<file path="src/hdl/ptri_pkg.sv">
// shared constants and types of the path pointer interpreter
package ptri_pkg;
  // pointer word layout
  localparam int          FLAG_HI    = 15;
  localparam int          FLAG_LO    = 12;
  localparam int          SS_HI      = 11;
  localparam int          SS_LO      = 10;
  localparam int          PV_HI      = 9;
  localparam logic [3:0]  FLAG_NDF   = 4'h9;
  localparam logic [3:0]  FLAG_NORM  = 4'h6;
  localparam logic [1:0]  SS_SDH     = 2'h2;
  localparam logic [9:0]  PTR_MAX    = 10'h30e;
  localparam logic [9:0]  PTR_ZERO   = 10'h000;
  localparam logic [9:0]  PTR_ONES   = 10'h3ff;
  localparam logic [15:0] AIS_WORD   = 16'hffff;
  localparam logic [9:0]  I_MASK     = 10'h2aa;
  localparam logic [9:0]  D_MASK     = 10'h155;
  // majority thresholds and persistence in frames
  localparam logic [3:0]  SONET_MIN  = 4'h8;
  localparam logic [3:0]  SDH_MIN    = 4'h3;
  localparam logic [3:0]  SDH_MAX    = 4'h2;
  localparam logic [3:0]  FLAG_MIN   = 4'h3;
  localparam logic [3:0]  N_NORM     = 4'h3;
  localparam logic [3:0]  N_AIS      = 4'h3;
  localparam logic [3:0]  N_LOP      = 4'h8;
  localparam logic [3:0]  N_HOLD     = 4'h3;
  // register byte addresses
  localparam logic [7:0]  ADDR_CTRL  = 8'h00;
  localparam logic [7:0]  ADDR_STAT  = 8'h04;
  localparam logic [7:0]  ADDR_PEND  = 8'h08;
  localparam logic [7:0]  ADDR_MASK  = 8'h0c;
  localparam logic [7:0]  ADDR_STATE = 8'h10;
  // bit positions
  localparam int          B_AIS      = 0;
  localparam int          B_LOP      = 1;
  localparam int          B_MODE     = 0;
  localparam int          B_PTR      = 16;
  // concatenation indication classes
  localparam logic [1:0]  CI_NORMAL  = 2'h1;
  localparam logic [1:0]  CI_AIS     = 2'h2;
  localparam logic [1:0]  CI_BAD     = 2'h3;

  typedef enum logic [1:0] {ST_NORM, ST_LOP, ST_AIS} ptri_state_e;

  typedef struct packed {
    logic        psel;
    logic        penable;
    logic        pwrite;
    logic [7:0]  paddr;
    logic [31:0] pwdata;
  } ptri_apb_req_s;

  typedef struct packed {
    logic        pready;
    logic        pslverr;
    logic [31:0] prdata;
  } ptri_apb_rsp_s;

  typedef struct packed {
    logic        valid;
    logic [15:0] word;
  } ptri_word_s;
endpackage

</file>
<file path="src/hdl/ptri_core.sv">
// path pointer interpreter with apb register slave
// Functional notes
// [RQ1] concatenation word with near-ndf flag, all-ones value, ss ok is normal ci
// [RQ2] concatenation word equal to the ais word is an ais ci
// [RQ3] any other concatenation word is an invalid ci
// [RQ4] after inc, dec or ndf, refuse inc/dec for three frames
// [RQ5] sonet increment: eight of ten bits match pointer with i bits inverted
// [RQ6] sonet decrement: eight of ten bits match pointer with d bits inverted
// [RQ7] sdh increment: three or more i inverted, at most two d inverted
// [RQ8] sdh decrement: three or more d inverted, at most two i inverted
// [RQ9] sdh: three i and three d inverted gives no adjustment
// [RQ10] machine has three states: normal, loss of pointer, alarm
// [RQ11] one in-range ndf frame from normal or alarm adopts pointer, goes normal
// [RQ12] three equal in-range normal pointers go to normal from any state
// [RQ13] three all-ones words from normal or loss go to alarm
// [RQ14] eight invalid pointers from normal or alarm go to loss of pointer
// [RQ15] one valid inc/dec frame adjusts the current pointer
// [RQ16] in alarm state only the all-ones word counts as valid
// [RQ17] in normal, a normal pointer equal to current counts as valid
// [RQ18] alarm state entry or exit sets latch-high bit, read returns status next
// [RQ19] alarm state change sets pending bit until read, masks route to two irqs
// [RQ20] loss state entry or exit sets latch-high bit, read returns status next
// [RQ21] loss state change sets pending bit until read, masks route to two irqs
// [RQ22] flag bits 15:12; ndf is three of four 1001, normal three of 0110
// [RQ23] sdh compares ss bits 11:10 against 10; sonet ignores them
// [RQ24] a mode bit selects sonet or sdh rules
// [RQ25] normal flag with i bits inverted is increment, d bits inverted decrement
// [RQ26] one primary pointer word per frame, counters step once per frame
//
// Decided for this implementation: the APB interface to the registers and the register addresses.
`timescale 1ns/1ns
`default_nettype none
module ptri_core
  import ptri_pkg::*;
(
  input  wire logic          clk,
  input  wire logic          rstn,
  input  wire ptri_apb_req_s apb_req,
  output var  ptri_apb_rsp_s apb_rsp,
  input  wire ptri_word_s    primary,
  input  wire ptri_word_s    conc,
  output var  logic [1:0]    ci_class,
  output var  logic [1:0]    ptr_state,
  output var  logic          framer_irq_a,
  output var  logic          framer_irq_b
);
  typedef struct packed {
    ptri_state_e   st;
    logic [9:0]    cur;
    logic [9:0]    cand;
    logic [3:0]    cand_cnt;
    logic [3:0]    ais_cnt;
    logic [3:0]    inv_cnt;
    logic [3:0]    hold;
    logic          sdh;
    logic          path_alarm_latched;
    logic          pointer_loss_latched;
    logic          path_alarm_pending;
    logic          pointer_loss_pending;
    logic          path_alarm_mask_irq_a;
    logic          path_alarm_mask_irq_b;
    logic          pointer_loss_mask_irq_a;
    logic          pointer_loss_mask_irq_b;
    logic          irq_a;
    logic          irq_b;
    logic [1:0]    ci;
    ptri_apb_rsp_s rsp;
  } ptri_regs_s;

  ptri_regs_s q;
  ptri_regs_s next_q;

  // population count of a ten bit field
  function automatic logic [3:0] ones10(input logic [9:0] v);
    logic [3:0] n;
    n = 4'h0;
    for (int k = 0; k < 10; k++) begin
      n = n + {3'h0, v[k]};
    end
    return n;
  endfunction

  // three-of-four flag match
  function automatic logic flag_hit(input logic [3:0] f, input logic [3:0] code);
    logic [3:0] m;
    m = ~(f ^ code);
    return ({2'h0, m[0]} + {2'h0, m[1]} + {2'h0, m[2]} + {2'h0, m[3]}) >= FLAG_MIN[2:0];
  endfunction

  // word decode, shared by the state machine and the checks
  logic [9:0] pv;
  logic       ss_ok;
  logic       ndf_en;
  logic       norm_fl;
  logic       ais_ptr;
  logic       in_rng;
  logic [3:0] inv_i;
  logic [3:0] inv_d;
  logic       is_inc;
  logic       is_dec;
  logic       ndf_ok;
  logic       norm_ok;
  logic       adj_fl;
  logic       just_ok;
  logic       valid_ptr;
  logic       fr;
  logic       rd_done;
  logic       wr_done;

  assign fr      = primary.valid;  // one primary word per frame [RQ26]
  assign pv      = primary.word[PV_HI:0];
  assign ss_ok   = !q.sdh || primary.word[SS_HI:SS_LO] == SS_SDH;  // [RQ23] [RQ24]
  assign ndf_en  = flag_hit(primary.word[FLAG_HI:FLAG_LO], FLAG_NDF);  // [RQ22]
  assign norm_fl = flag_hit(primary.word[FLAG_HI:FLAG_LO], FLAG_NORM);  // [RQ22]
  assign ais_ptr = primary.word == AIS_WORD;
  assign in_rng  = pv <= PTR_MAX;
  assign inv_i   = ones10((pv ^ q.cur) & I_MASK);
  assign inv_d   = ones10((pv ^ q.cur) & D_MASK);
  // sonet counts matches against the ideal pattern; sdh votes per field
  assign is_inc  = q.sdh ? (inv_i >= SDH_MIN && inv_d <= SDH_MAX)  // [RQ7] [RQ9]
                         : (ones10(~(pv ^ q.cur ^ I_MASK)) >= SONET_MIN);  // [RQ5] [RQ25]
  assign is_dec  = q.sdh ? (inv_d >= SDH_MIN && inv_i <= SDH_MAX)  // [RQ8] [RQ9]
                         : (ones10(~(pv ^ q.cur ^ D_MASK)) >= SONET_MIN);  // [RQ6] [RQ25]
  assign ndf_ok  = ndf_en && in_rng && ss_ok;
  assign norm_ok = norm_fl && in_rng && ss_ok;
  // an inverted-bit word may lie above the pointer range, so adjustments
  // need only the normal flag and the ss match, not the range check
  assign adj_fl  = norm_fl && ss_ok;  // [RQ25]
  // a refused adjustment still counts as valid so it cannot drive loss
  assign just_ok = q.st == ST_NORM && adj_fl && pv != q.cur && (is_inc || is_dec)
                   && q.hold == 4'h0;  // [RQ4] [RQ15]
  // valid-pointer view used by the loss counter and by the loss entry check
  always_comb begin
    case (q.st)
      ST_AIS:  valid_ptr = ais_ptr;  // [RQ16]
      ST_NORM: valid_ptr = ndf_ok || (norm_ok && pv == q.cur)
                           || (adj_fl && (is_inc || is_dec));  // [RQ17]
      default: valid_ptr = 1'b0;
    endcase
  end

  assign rd_done = apb_req.psel && apb_req.penable && q.rsp.pready && !apb_req.pwrite;
  assign wr_done = apb_req.psel && apb_req.penable && q.rsp.pready && apb_req.pwrite;

  // next-state: pointer machine, alarm latches and the register slave
  always_comb begin
    logic ais_chg;
    logic lop_chg;
    next_q = q;
    ais_chg = 1'b0;
    lop_chg = 1'b0;
    if (fr) begin
      next_q.hold     = (q.hold != 4'h0) ? q.hold - 4'h1 : 4'h0;
      next_q.cand     = pv;
      next_q.cand_cnt = !norm_ok ? 4'h0 :
                        (pv == q.cand && q.cand_cnt != N_NORM) ? q.cand_cnt + 4'h1 :
                        (pv == q.cand) ? N_NORM : 4'h1;
      next_q.ais_cnt  = !ais_ptr ? 4'h0 : (q.ais_cnt != N_AIS) ? q.ais_cnt + 4'h1 : N_AIS;
      next_q.inv_cnt  = (valid_ptr || q.st == ST_LOP) ? 4'h0 :
                        (q.inv_cnt != N_LOP) ? q.inv_cnt + 4'h1 : N_LOP;
      if (ndf_ok && q.st != ST_LOP) begin
        next_q.st   = ST_NORM;  // [RQ11]
        next_q.cur  = pv;
        next_q.hold = N_HOLD;  // [RQ4]
      end else if (next_q.cand_cnt == N_NORM) begin
        next_q.st  = ST_NORM;  // [RQ12]
        next_q.cur = pv;
      end else if (next_q.ais_cnt == N_AIS && q.st != ST_AIS) begin
        next_q.st = ST_AIS;  // [RQ13]
      end else if (next_q.inv_cnt == N_LOP && q.st != ST_LOP) begin
        next_q.st      = ST_LOP;  // [RQ14]
        next_q.inv_cnt = 4'h0;
      end else if (just_ok) begin
        next_q.hold = N_HOLD;  // [RQ4] [RQ15]
        if (is_inc) begin
          next_q.cur = (q.cur == PTR_MAX) ? PTR_ZERO : q.cur + 10'h001;
        end else begin
          next_q.cur = (q.cur == PTR_ZERO) ? PTR_MAX : q.cur - 10'h001;
        end
      end
      ais_chg = (next_q.st == ST_AIS) != (q.st == ST_AIS);
      lop_chg = (next_q.st == ST_LOP) != (q.st == ST_LOP);
    end
    // concatenation word classification [RQ1] [RQ2] [RQ3]
    if (conc.valid) begin
      if (conc.word == AIS_WORD) begin
        next_q.ci = CI_AIS;
      end else if (flag_hit(conc.word[FLAG_HI:FLAG_LO], FLAG_NDF)
                   && conc.word[PV_HI:0] == PTR_ONES
                   && (!q.sdh || conc.word[SS_HI:SS_LO] == SS_SDH)) begin
        next_q.ci = CI_NORMAL;
      end else begin
        next_q.ci = CI_BAD;
      end
    end
    // latch-high bits reload current status on read; a new event wins
    if (rd_done && apb_req.paddr == ADDR_STAT) begin
      next_q.path_alarm_latched   = q.st == ST_AIS;
      next_q.pointer_loss_latched = q.st == ST_LOP;
    end
    if (rd_done && apb_req.paddr == ADDR_PEND) begin
      next_q.path_alarm_pending   = 1'b0;
      next_q.pointer_loss_pending = 1'b0;
    end
    if (ais_chg) begin
      next_q.path_alarm_latched = 1'b1;  // [RQ18]
      next_q.path_alarm_pending = 1'b1;  // [RQ19]
    end
    if (lop_chg) begin
      next_q.pointer_loss_latched = 1'b1;  // [RQ20]
      next_q.pointer_loss_pending = 1'b1;  // [RQ21]
    end
    if (wr_done && apb_req.paddr == ADDR_CTRL) begin
      next_q.sdh = apb_req.pwdata[B_MODE];  // [RQ24]
    end
    if (wr_done && apb_req.paddr == ADDR_MASK) begin
      next_q.path_alarm_mask_irq_a   = apb_req.pwdata[0];
      next_q.path_alarm_mask_irq_b   = apb_req.pwdata[1];
      next_q.pointer_loss_mask_irq_a = apb_req.pwdata[2];
      next_q.pointer_loss_mask_irq_b = apb_req.pwdata[3];
    end
    // interrupt lines follow pending bits one cycle later [RQ19] [RQ21]
    next_q.irq_a = (q.path_alarm_pending && q.path_alarm_mask_irq_a)
                || (q.pointer_loss_pending && q.pointer_loss_mask_irq_a);
    next_q.irq_b = (q.path_alarm_pending && q.path_alarm_mask_irq_b)
                || (q.pointer_loss_pending && q.pointer_loss_mask_irq_b);
    // answer in the cycle after setup, so every access takes two cycles
    next_q.rsp.pready  = apb_req.psel && !apb_req.penable;
    next_q.rsp.pslverr = 1'b0;
    next_q.rsp.prdata  = 32'h0000_0000;
    if (apb_req.psel && !apb_req.penable) begin
      case (apb_req.paddr)
        ADDR_CTRL:  next_q.rsp.prdata[B_MODE] = q.sdh;
        ADDR_STAT: begin
          next_q.rsp.prdata[B_AIS] = q.path_alarm_latched;
          next_q.rsp.prdata[B_LOP] = q.pointer_loss_latched;
        end
        ADDR_PEND: begin
          next_q.rsp.prdata[B_AIS] = q.path_alarm_pending;
          next_q.rsp.prdata[B_LOP] = q.pointer_loss_pending;
        end
        ADDR_MASK:  next_q.rsp.prdata[3:0] = {q.pointer_loss_mask_irq_b,
                                              q.pointer_loss_mask_irq_a,
                                              q.path_alarm_mask_irq_b,
                                              q.path_alarm_mask_irq_a};
        ADDR_STATE: begin
          next_q.rsp.prdata[1:0]           = q.st;
          next_q.rsp.prdata[B_PTR +: 10]   = q.cur;
        end
        default:    next_q.rsp.pslverr = 1'b1;
      endcase
    end
  end

  // single register stage; start in loss of pointer until a pointer is seen [RQ10]
  always_ff @(posedge clk or negedge rstn) begin
    if (!rstn) begin
      q    <= '0;
      q.st <= ST_LOP;
    end else begin
      q <= next_q;
    end
  end

  assign apb_rsp      = q.rsp;
  assign ci_class     = q.ci;
  assign ptr_state    = q.st;
  assign framer_irq_a = q.irq_a;
  assign framer_irq_b = q.irq_b;
endmodule
`default_nettype wire

</file>
<file path="config.mk">
export PLATFORM = sky130hd
export DESIGN_NAME = ptri_core
export DESIGN_NICKNAME = d
export VERILOG_FILES = /design/src/hdl/ptri_pkg.sv /design/src/hdl/ptri_core.sv
export SDC_FILE = /design/constraint.sdc
export NUM_CORES = 1
export LEC_CHECK = 0
export ABC_AREA = 0
export BUFFER_PORTS_ARGS = -buffer_cell sky130_fd_sc_hd__buf_2
export CORE_MARGIN = 2
export CORE_UTILIZATION = 55
export DETAILED_ROUTE_END_ITERATION = 10
export GPL_TIMING_DRIVEN = 0
export PLACE_DENSITY = 0.77
export REMOVE_ABC_BUFFERS = 1
export SETUP_SLACK_MARGIN = 0.02
export SLEW_MARGIN = 10
export SYNTH_ARGS = -nofsm -noshare
export SYNTH_HDL_FRONTEND = slang
export SYNTH_SLANG_ARGS = --single-unit
</file>
<file path="constraint.sdc">
create_clock -name clk -period 11.9 [get_ports clk]
set_input_delay 2.975 -clock clk [delete_from_list [all_inputs] [get_ports clk]]
set_output_delay 2.975 -clock clk [all_outputs]
set_load 0.005 [all_outputs]
</file>
==> results of run 1 <==
## power groups by stage
stage          registers (mW)  clock network, mW  logic (mW)
2_1_floorplan           0.317                  0       0.597
3_3_place_gp            0.336                  0       0.736
3_5_place_dp            0.338                  0       0.771
4_1_cts                 0.333              0.244       0.775
5_1_grt                 0.343              0.253       0.886
6_report                0.335              0.242       0.779
## synthesized netlist by cell type, drive strengths merged (6+ instances only)
| library cell | count |
|---|---|
| dfrtp | 66 |
| buf | 52 |
| inv | 46 |
| nand2 | 43 |
| o21ai | 37 |
| nor2 | 30 |
| ha | 25 |
| nand3 | 22 |
| xor2 | 19 |
| a21oi | 17 |
| mux2 | 15 |
| and2 | 14 |
| fa | 14 |
| nor3 | 14 |
| nand4 | 12 |
| clkbuf | 11 |
| mux2i | 10 |
| nor2b | 10 |
| nor4 | 9 |
| nand2b | 8 |
| a31oi | 7 |
| a21o | 6 |
| o211ai | 6 |
## stage by stage
stage / hold slack, ps / util [%]
after floorplan: 470 / -
after global placement: 489 / 57.6
after detailed placement: 501 / 57.9
after CTS: 520 / 60.6
after global routing: 547 / 60.6
final: 521 / 60.6
## routing by layer
layer	wire length [um]	global-route usage, %	share of wire, %	up-vias
met5	0	0	0	-
met4	209	6.11	1.9	0
met1	5070	29.8	46	1992
met3	547	4.37	5.0	17
met2	5110	36.8	47	125
li1	-	-	-	1996
## cell type report
type / instances / area (sq um)
fill: 780 / 3610
multi-input combinational: 404 / 2920
tap: 111 / 139
sequential: 67 / 1680
clock inverter: 7 / 124
timing repair buffer: 73 / 383
clock buffer: 9 / 124
inverter: 47 / 176
## state kept, by name, indices dropped and copies added, names as in the netlist
signal	count
framer_irq_b	1
ci_class	2
apb_rsp	16
q	45
framer_irq_a	1
ptr_state	2
## cells in the final DEF, fill, tap and decap left out, drive strengths merged, types with 5 or more instances in the layout
cell type / n
buf: 73
dfrtp: 66
inv: 48
nand2: 43
o21ai: 37
nor2: 30
ha: 25
nand3: 22
xor2: 19
conb: 18
a21oi: 17
mux2: 15
and2: 14
fa: 14
nor3: 14
nand4: 12
mux2i: 10
nor2b: 10
clkbuf: 9
nor4: 9
nand2b: 8
a31oi: 7
o211ai: 6
a21o: 6
nand3b: 5
xnor2: 5
o22ai: 5
## cell families after synthesis
family	Yosys count	synth area share [%]
fa+ha+maj	39	11.6
mux	25	5.25
xor+xnor	24	4.10
buf+inv	110	11.4
other cells	1	0.0732
flops	67	32.8
simple gates	184	19.9
compound gates	114	14.9
## worst max path at each step
stage	depth (start not counted)	start	to	slack, ps
floorplan	14	primary[1]	q[78]	5280
global placement	15	primary[1]	q[78]	4690
detailed placement	15	primary[1]	q[78]	4690
CTS	15	primary[1]	q[78]	5030
global route	15	primary[1]	q[78]	4790
finish	15	primary[1]	q[78]	5040
## worst reg2reg max path: cells and delay by family (launching register included)
| family | cells | cell delay [ps] |
|---|---|---|
| XOR/XNOR | 1 | 380 |
| flip-flops | 1 | 610 |
| AO/OA/AOI/OAI | 4 | 820 |
| adder cells (fa/ha/maj) | 4 | 1620 |
| buffers and inverters | 2 | 190 |
| AND/OR/NAND/NOR | 3 | 990 |
==> results.ini, run 1 <==
[floorplanning]
coreArea_sq_um=9150
die_width_um=100
die_h_um=100
dieArea_sq_um=10100
initial_core_util_pct=56.0
ios=119
rows=35

[clocking]
clock_path_buffers=2
post_cts_resized=0
postCtsHoldBufs=0
cts_tree=built
insertion_delay_ps=360
clock-root-buffer=clkbuf_8
path_clk_slew_ps=80
cts_max_level=3
clock_sink_count=67
post_cts_buffers=0
cts_buffers=9

[worst_setup_path]
r2r_start=q[76]
endpoint_kind=flop
crit_fanout=13
rr_worst_depth=14
crit_type=input pin to flop
crit_arrival_ps=7140
reg2reg_to=q[78]
cp_top_family=adder cells
worstPathRequired_ps=12180
slowest_delay_ps=540
critPathLaunchType=input pin
cp_num_buf_inv=3
rrSetupSlack_ps=7190
cp_cell_sequence=buf_2 -> xor2_1 -> inv_1 -> fa_1 -> fa_1 -> inv_1 -> fa_1 -> ha_1 -> a21oi_1 -> or3b_4 -> nand2_1 -> nand2_1 -> o311a_1 -> o31a_1 -> a21oi_1
worst_path_max_delay_cell=fa_1
cp_common_cell=fa_1

[grt]
grt_pass1_wl_um=18100
grt_max_degree=36
grt_pass1_vias=3917
grt_overflow=0
track_usage_pct=22.2
antenna_found_initial=0

[timing]
layout_min_cycle_time_ps=6860
rsz0062_at_grt=false
relSlewSlack_pct=38.7
finalClockSkew_ps=12.6
report.final.slew_viol_count=0
fmax_mhz=146
tightest_slew_ps=919
setup-tns-final_ps=0
setup_violations=0
period_share_pct=57.7
finalHoldViolations=0
fin_ws_ps=5040

[yosys]
ys_seq_area_share_pct=32.8
synthCells=564
synthTopCellsByArea=dfrtp_1 32%, ha_1 6.1%, buf_4 5.7%
yosysTopAreaCell=dfrtp_1
yosysUniqueCellTypes=71
syn_avg_cell_area_sq_um=9.08
yosysWarningCount=0
synth-seq-cells=67
syn_area_sq_um=5120
synthFlopType=dfrtp_1
async_flop_share_pct=100
synth_edf_count=0
synth_top_area_share_pct=32.3

[run_status]
status=finished, final reports clean

[worst_hold_path]
min_from=q[60]
hold_class=flop to flop
hold_depth=1
holdPathEnd=q[60]

[place]
placed_cells=702
io_buffers=72
placed_area_sq_um=5300
dp_slack_ps=4690
gp_congestion=0.906
dp.final_hpwl_um=8180

[cells_and_area]
fin_area_sq_um=5550
area_growth_pct=8.28
layout-drive-gt1-share_pct=19.4
layout.nets=720
diodes=0
final_cells=718

[routing]
viasPerCell=5.75
vias=4130
ant_nets=0
drt_iter0_markers=288
wirelength_um=10900
drc=0
first_pass_iters=4
wl_per_cell_um=15.2

[power_and_ir_drop]
p_leak_nw=2.65
total_power_mw=1.36
p_switching_uw=623
p_seq_share_pct=24.7
power_frac_comb_pct=57.4
power.internal_uw=734
p_sw_share_pct=45.9
power_density_nw_per_um2=245
p_clk_share_pct=17.9
ir_worst_vdd_v=0.000125

[flow_run]
drv_cap=0

No activity file was read; power rests on OpenSTA's default activity.
==> run 2, diff against run 1 <==
Settings changed: ABC_AREA 0 to 1, CORE_UTILIZATION 55 to 50, PLACE_DENSITY 0.77 to 0.74.
Clock period 11.9 ns to 6.3 ns, I/O delays scaled along.
==> run 2 against run 1 <==
Against the previous run:
- clock power is 67% higher
- synthesized cell count up 21%
- clock skew down 5.2 ps
- setup slack got worse by 4200 ps
- critical path depth up 6
- combinational power up 94%
- highest routed layer unchanged
==> results.ini, run 2 <==
[run_status]
status=finished, final reports clean

[routing]
wirelength_um=12100
drt_iter0_markers=221
wl_per_cell_um=13.9
ant_nets=0
vias=4466
first_pass_iters=5
drc=0
viasPerCell=5.12

[yosys]
synthCells=683
syn_avg_cell_area_sq_um=7.60
synthTopCellsByArea=dfrtp_1 32%, nand2_1 9.8%, inv_1 7.1%
synth-seq-cells=67
synth.most_common_cell=nand2_1
synth_top_area_share_pct=31.8
synth_edf_count=0
async_flop_share_pct=100
yosysUniqueCellTypes=46
synthFlopType=dfrtp_1
syn_area_sq_um=5190
ys_seq_area_share_pct=32.3
synth_commonest_cells=136 x nand2_1, 98 x inv_1, 66 x dfrtp_1, 45 x nor2_1, 41 x o21ai_0
yosysWarningCount=0
yosysTopAreaCell=dfrtp_1

[grt]
grt_overflow=0
grt_use_met3_pct=3.34
track_usage_pct=22.5
grtUsageMet1_pct=28.2
met2_usage_pct=40.0
grt_busiest_layer=met2
antenna_found_initial=0
grt_max_degree=49
grt_pass1_wl_um=20200
grt_pass1_vias=4418

[worst_setup_path]
rr_worst_depth=20
crit_type=input pin to flop
critPathLaunchType=input pin
crit_start=primary[0]
crit_fanout=5
r2r_start=q[73]
rrSetupSlack_ps=1680
reg2reg_to=q[45]
worstPathRequired_ps=6540
worstSetupEndpoint=q[45]
endpoint_kind=flop
crit_arrival_ps=5720

[power_and_ir_drop]
power_density_nw_per_um2=441
total_power_mw=2.49
p_leak_nw=2.96
ir_worst_vdd_v=0.000356

[cells_and_area]
largest_reg_flops=45
final_cell_mix=136 x nand2_1, 98 x inv_1, 71 x buf_2
final_common_cell=nand2_1
area_growth_pct=8.94
regMostFlops=q
layout-drive-gt1-share_pct=18.5
layout.nets=850
final_cells=873
fin_area_sq_um=5650
final_core_util_pct=55.5
diodes=0
nFillCells=977

[clocking]
post_cts_resized=0
cts_max_level=3
cts_buffers=9
postCtsHoldBufs=0
cts_tree=built
insertion_delay_ps=360
path_clk_slew_ps=70
clock_path_buffers=2
clock_sink_count=67
post_cts_buffers=0
clock-root-buffer=clkbuf_8

[floorplanning]
ios=119
rows=37
dieArea_sq_um=11200
die_h_um=106
die_width_um=106
initial_core_util_pct=51.0
coreArea_sq_um=10200

[worst_hold_path]
hold_class=flop to flop

[timing]
period_share_pct=87.1
setup-tns-final_ps=0
rsz0062_at_grt=false
report.final.slew_viol_count=0
finalHoldViolations=0
setup_violations=0
fmax_mhz=182
layout_min_cycle_time_ps=5490
relSlewSlack_pct=38.8
whs_ps=486
finalClockSkew_ps=7.40
fin_ws_ps=814
tightest_slew_ps=917

[place]
io_buffers=72
placed_area_sq_um=5440
placed_cells=857
dp.final_hpwl_um=9340
dp_slack_ps=469
gp_congestion=0.870

[flow_run]
drv_cap=0

## run 2: cell types whose count changed after synthesis, moves of 8 or more
cell      before  now
nor3_1        12   25
mux2i_1       10    0
nor2b_1        9    0
o21ai_1        3   11
nand2_1       43  136
inv_1         46   98
inv_2          0   16
nand3_1       22   34
nand2b_1       8    0
o21ai_2        0   10
and2_1        14    0
mux2_2        15    0
nor2_1        30   45
## run 2: per-layer routing
metal  share of wire [%]  up-vias
li1                    -     2217
met1                  44     2121
met2                  50      111
met3                 4.1       17
met4                 1.5        0
met5                   0        -
## run 2: worst min-delay path by stage
stage                        end        start  cells after the start  slack, ps
finish               ci_class[1]  ci_class[1]                      2        490
global route               q[42]        q[42]                      2        540
CTS                  ci_class[1]  ci_class[1]                      2        490
detailed placement   ci_class[1]  ci_class[1]                      2        470
global placement     ci_class[1]  ci_class[1]                      2        470
floorplan           framer_irq_b        q[40]                      2        450
## run 2: report_power, final
group          total [mW]  switching [mW]  internal (mW)
clock network       0.405           0.171          0.234
logic                1.51           0.927          0.578
registers           0.584          0.0872          0.497
total                2.49            1.19           1.31
## run 2: critical path: stages
cell     delay [ps]
buf_2           140
xnor2_1         260
inv_1           160
fa_1            640
fa_1            460
fa_1            490
inv_1            50
ha_1            170
a21o_1          180
nand3_1          60
nand2_1         170
o21ai_0         520
nand3_2         160
nand2_1         120
nand2_1          80
nand2_1          90
nand3_2         100
nand2_1         120
nand2_1          50
nand3_1          80
nand2_1          70
## run 2: final cells by class
cell class / instances / area (sq um) / share of cell area, %
multi-input combinational: 464 / 2760 / 48.7
sequential: 67 / 1680 / 29.7
inverter: 117 / 442 / 7.81
timing repair buffer: 73 / 390 / 6.90
tap: 136 / 170 / 3.01
clock buffer: 12 / 145 / 2.57
clock inverter: 4 / 73.8 / 1.31
## run 2: kinds of logic after synthesis
family                     count (synthesis)  synth area share (%)
AOI/OAI and AO/OA                         99                  11.0
xor gates and xnor gates                  28                  4.73
adders and majority gates                 39                  11.4
buffers and inverters                    169                  15.8
DFF                                       67                  32.3
other                                      1                0.0723
and+or+nand+nor                          280                  24.6
==> run 3, diff against run 2 <==
Settings changed: CORE_ASPECT_RATIO set to 0.75.
==> run 3 against run 2 <==
Against the previous run:
- setup slack better by 200 ps
- combinational power hardly changed
- clock power is 19% higher
==> results.ini, run 3 (synthesis gave the netlist of run 2 again) <==
[run_status]
status=finished, final reports clean

[worst_setup_path]
cp_cell_sequence=buf_2 -> inv_2 -> nand2_1 -> nand2_1 -> inv_1 -> fa_1 -> fa_1 -> fa_1 -> inv_1 -> ha_1 -> a21o_1 -> nand3_1 -> nand2_1 -> o21ai_0 -> nand3_2 -> nand2_1 -> nand2_1 -> nand2_1 -> nand3_2 -> nand2_1 -> nand2_1 -> nand3_1 -> nand2_1
cp_num_buf_inv=4
slowest_delay_ps=620
crit_fanout=5
worstPathRequired_ps=6520
cp_top_family=adder cells
crit_type=input pin to flop
cp_common_cell=nand2_1
crit_arrival_ps=5510
worst_path_max_delay_cell=fa_1
endpoint_kind=flop
critPathLaunchType=input pin

[floorplanning]
rows=32
ios=119
die_h_um=92.2
coreArea_sq_um=10200
initial_core_util_pct=50.8
dieArea_sq_um=11200
die_width_um=122

[cells_and_area]
fin_area_sq_um=5720
layout.nets=850
area_growth_pct=10.3
diodes=0
regMostFlops=q
final_common_cell=nand2_1
final_cells=873
final_core_util_pct=56.1
largest_reg_flops=45
layout-drive-gt1-share_pct=18.7
final_cell_mix=136 x nand2_1, 98 x inv_1, 71 x buf_2

[clocking]
path_clk_slew_ps=60
cts_buffers=9
post_cts_resized=0
insertion_delay_ps=330
clock-root-buffer=clkbuf_16
clock_sink_count=67
post_cts_buffers=0
cts_tree=built
cts_max_level=3
clock_path_buffers=2
postCtsHoldBufs=0

[place]
dp_slack_ps=679
gp_congestion=0.916
placed_cells=857
io_buffers=72
dp.final_hpwl_um=9110
placed_area_sq_um=5440

[power_and_ir_drop]
power_frac_comb_pct=58.1
p_leak_nw=2.99
p_sw_share_pct=46.7
p_seq_share_pct=23.0
power.internal_mw=1.36
p_clk_share_pct=18.9
power_density_nw_per_um2=446
total_power_mw=2.55
ir_worst_vdd_v=0.000200
p_switching_mw=1.19

[timing]
layout_min_cycle_time_ps=5290
tightest_slew_ps=958
report.final.slew_viol_count=0
setup-tns-final_ps=0
finalClockSkew_ps=6.69
rsz0062_at_grt=false
whs_ps=485
period_share_pct=83.9
relSlewSlack_pct=35.6
setup_violations=0
fin_ws_ps=1010
finalHoldViolations=0
fmax_mhz=189

[routing]
wirelength_um=12000
first_pass_iters=5
drc=0
drt_iter0_markers=364
wl_per_cell_um=13.8
ant_nets=0
viasPerCell=5.10
vias=4450

[flow_run]
drv_cap=0

[grt]
grt_overflow=0
grt_max_degree=48
grt_pass1_vias=4243
track_usage_pct=22.5
grt_pass1_wl_um=19900
antenna_found_initial=0

[worst_hold_path]
hold_class=flop to flop

run 3: changes by cell type in the layout (fill, tap and decap cells not counted):
cell	previous run	this run
clkbuf_16	0	9
clkbuf_8	10	2
clkinvlp_4	0	3
clkinv_4	1	0
bufinv_16	2	0
clkbuf_1	2	0
inv_6	0	1
run 3: cell type report:
| cell class | instances | area, sq um |
|---|---|---|
| Tap cell | 136 | 170 |
| Inverter | 117 | 442 |
| Clock inverter | 5 | 36.3 |
| Sequential cell | 67 | 1680 |
| Timing Repair Buffer | 73 | 390 |
| Clock buffer | 11 | 253 |
| Multi-Input combinational cell | 464 | 2760 |
| Fill cell | 979 | 4490 |
run 3: power by group through the flow:
stage	Sequential, mW	Combinational [mW]	Clock, mW
global placement	0.588	1.37	0
detailed placement	0.591	1.46	0
global route	0.600	1.69	0.511
finish	0.588	1.48	0.483
floorplan	0.568	1.11	0
CTS	0.584	1.48	0.492
run 3: worst paths after layout:
path / start / endpoint / slack, ps / depth (start not counted)
worst max register to register: q[78] / q[43] / 1870 / 22
worst min register to register: ci_class[0] / ci_class[0] / 480 / 2
worst min-delay path: ci_class[0] / ci_class[0] / 480 / 2
min in group asynchronous: rstn / framer_irq_a / 1130 / 1
max in group asynchronous: rstn / ptr_state[0] / 4580 / 2
worst max-delay path: primary[5] / q[43] / 1010 / 23
run 3: layer usage:
metal	up-vias	GRT usage [%]	part of all wire, %	wire (um)
met5	-	0	0	0
met4	0	5.65	0.81	98
met3	9	5.35	7.3	883
met2	171	34.2	44	5340
met1	2047	32.4	48	5730
li1	2223	-	-	-
run 3: tightest hold or removal path, cell delays in order (launching register included):
cell	delay (ps)
dfrtp_1	340
nand2_1	50
o21ai_0	60
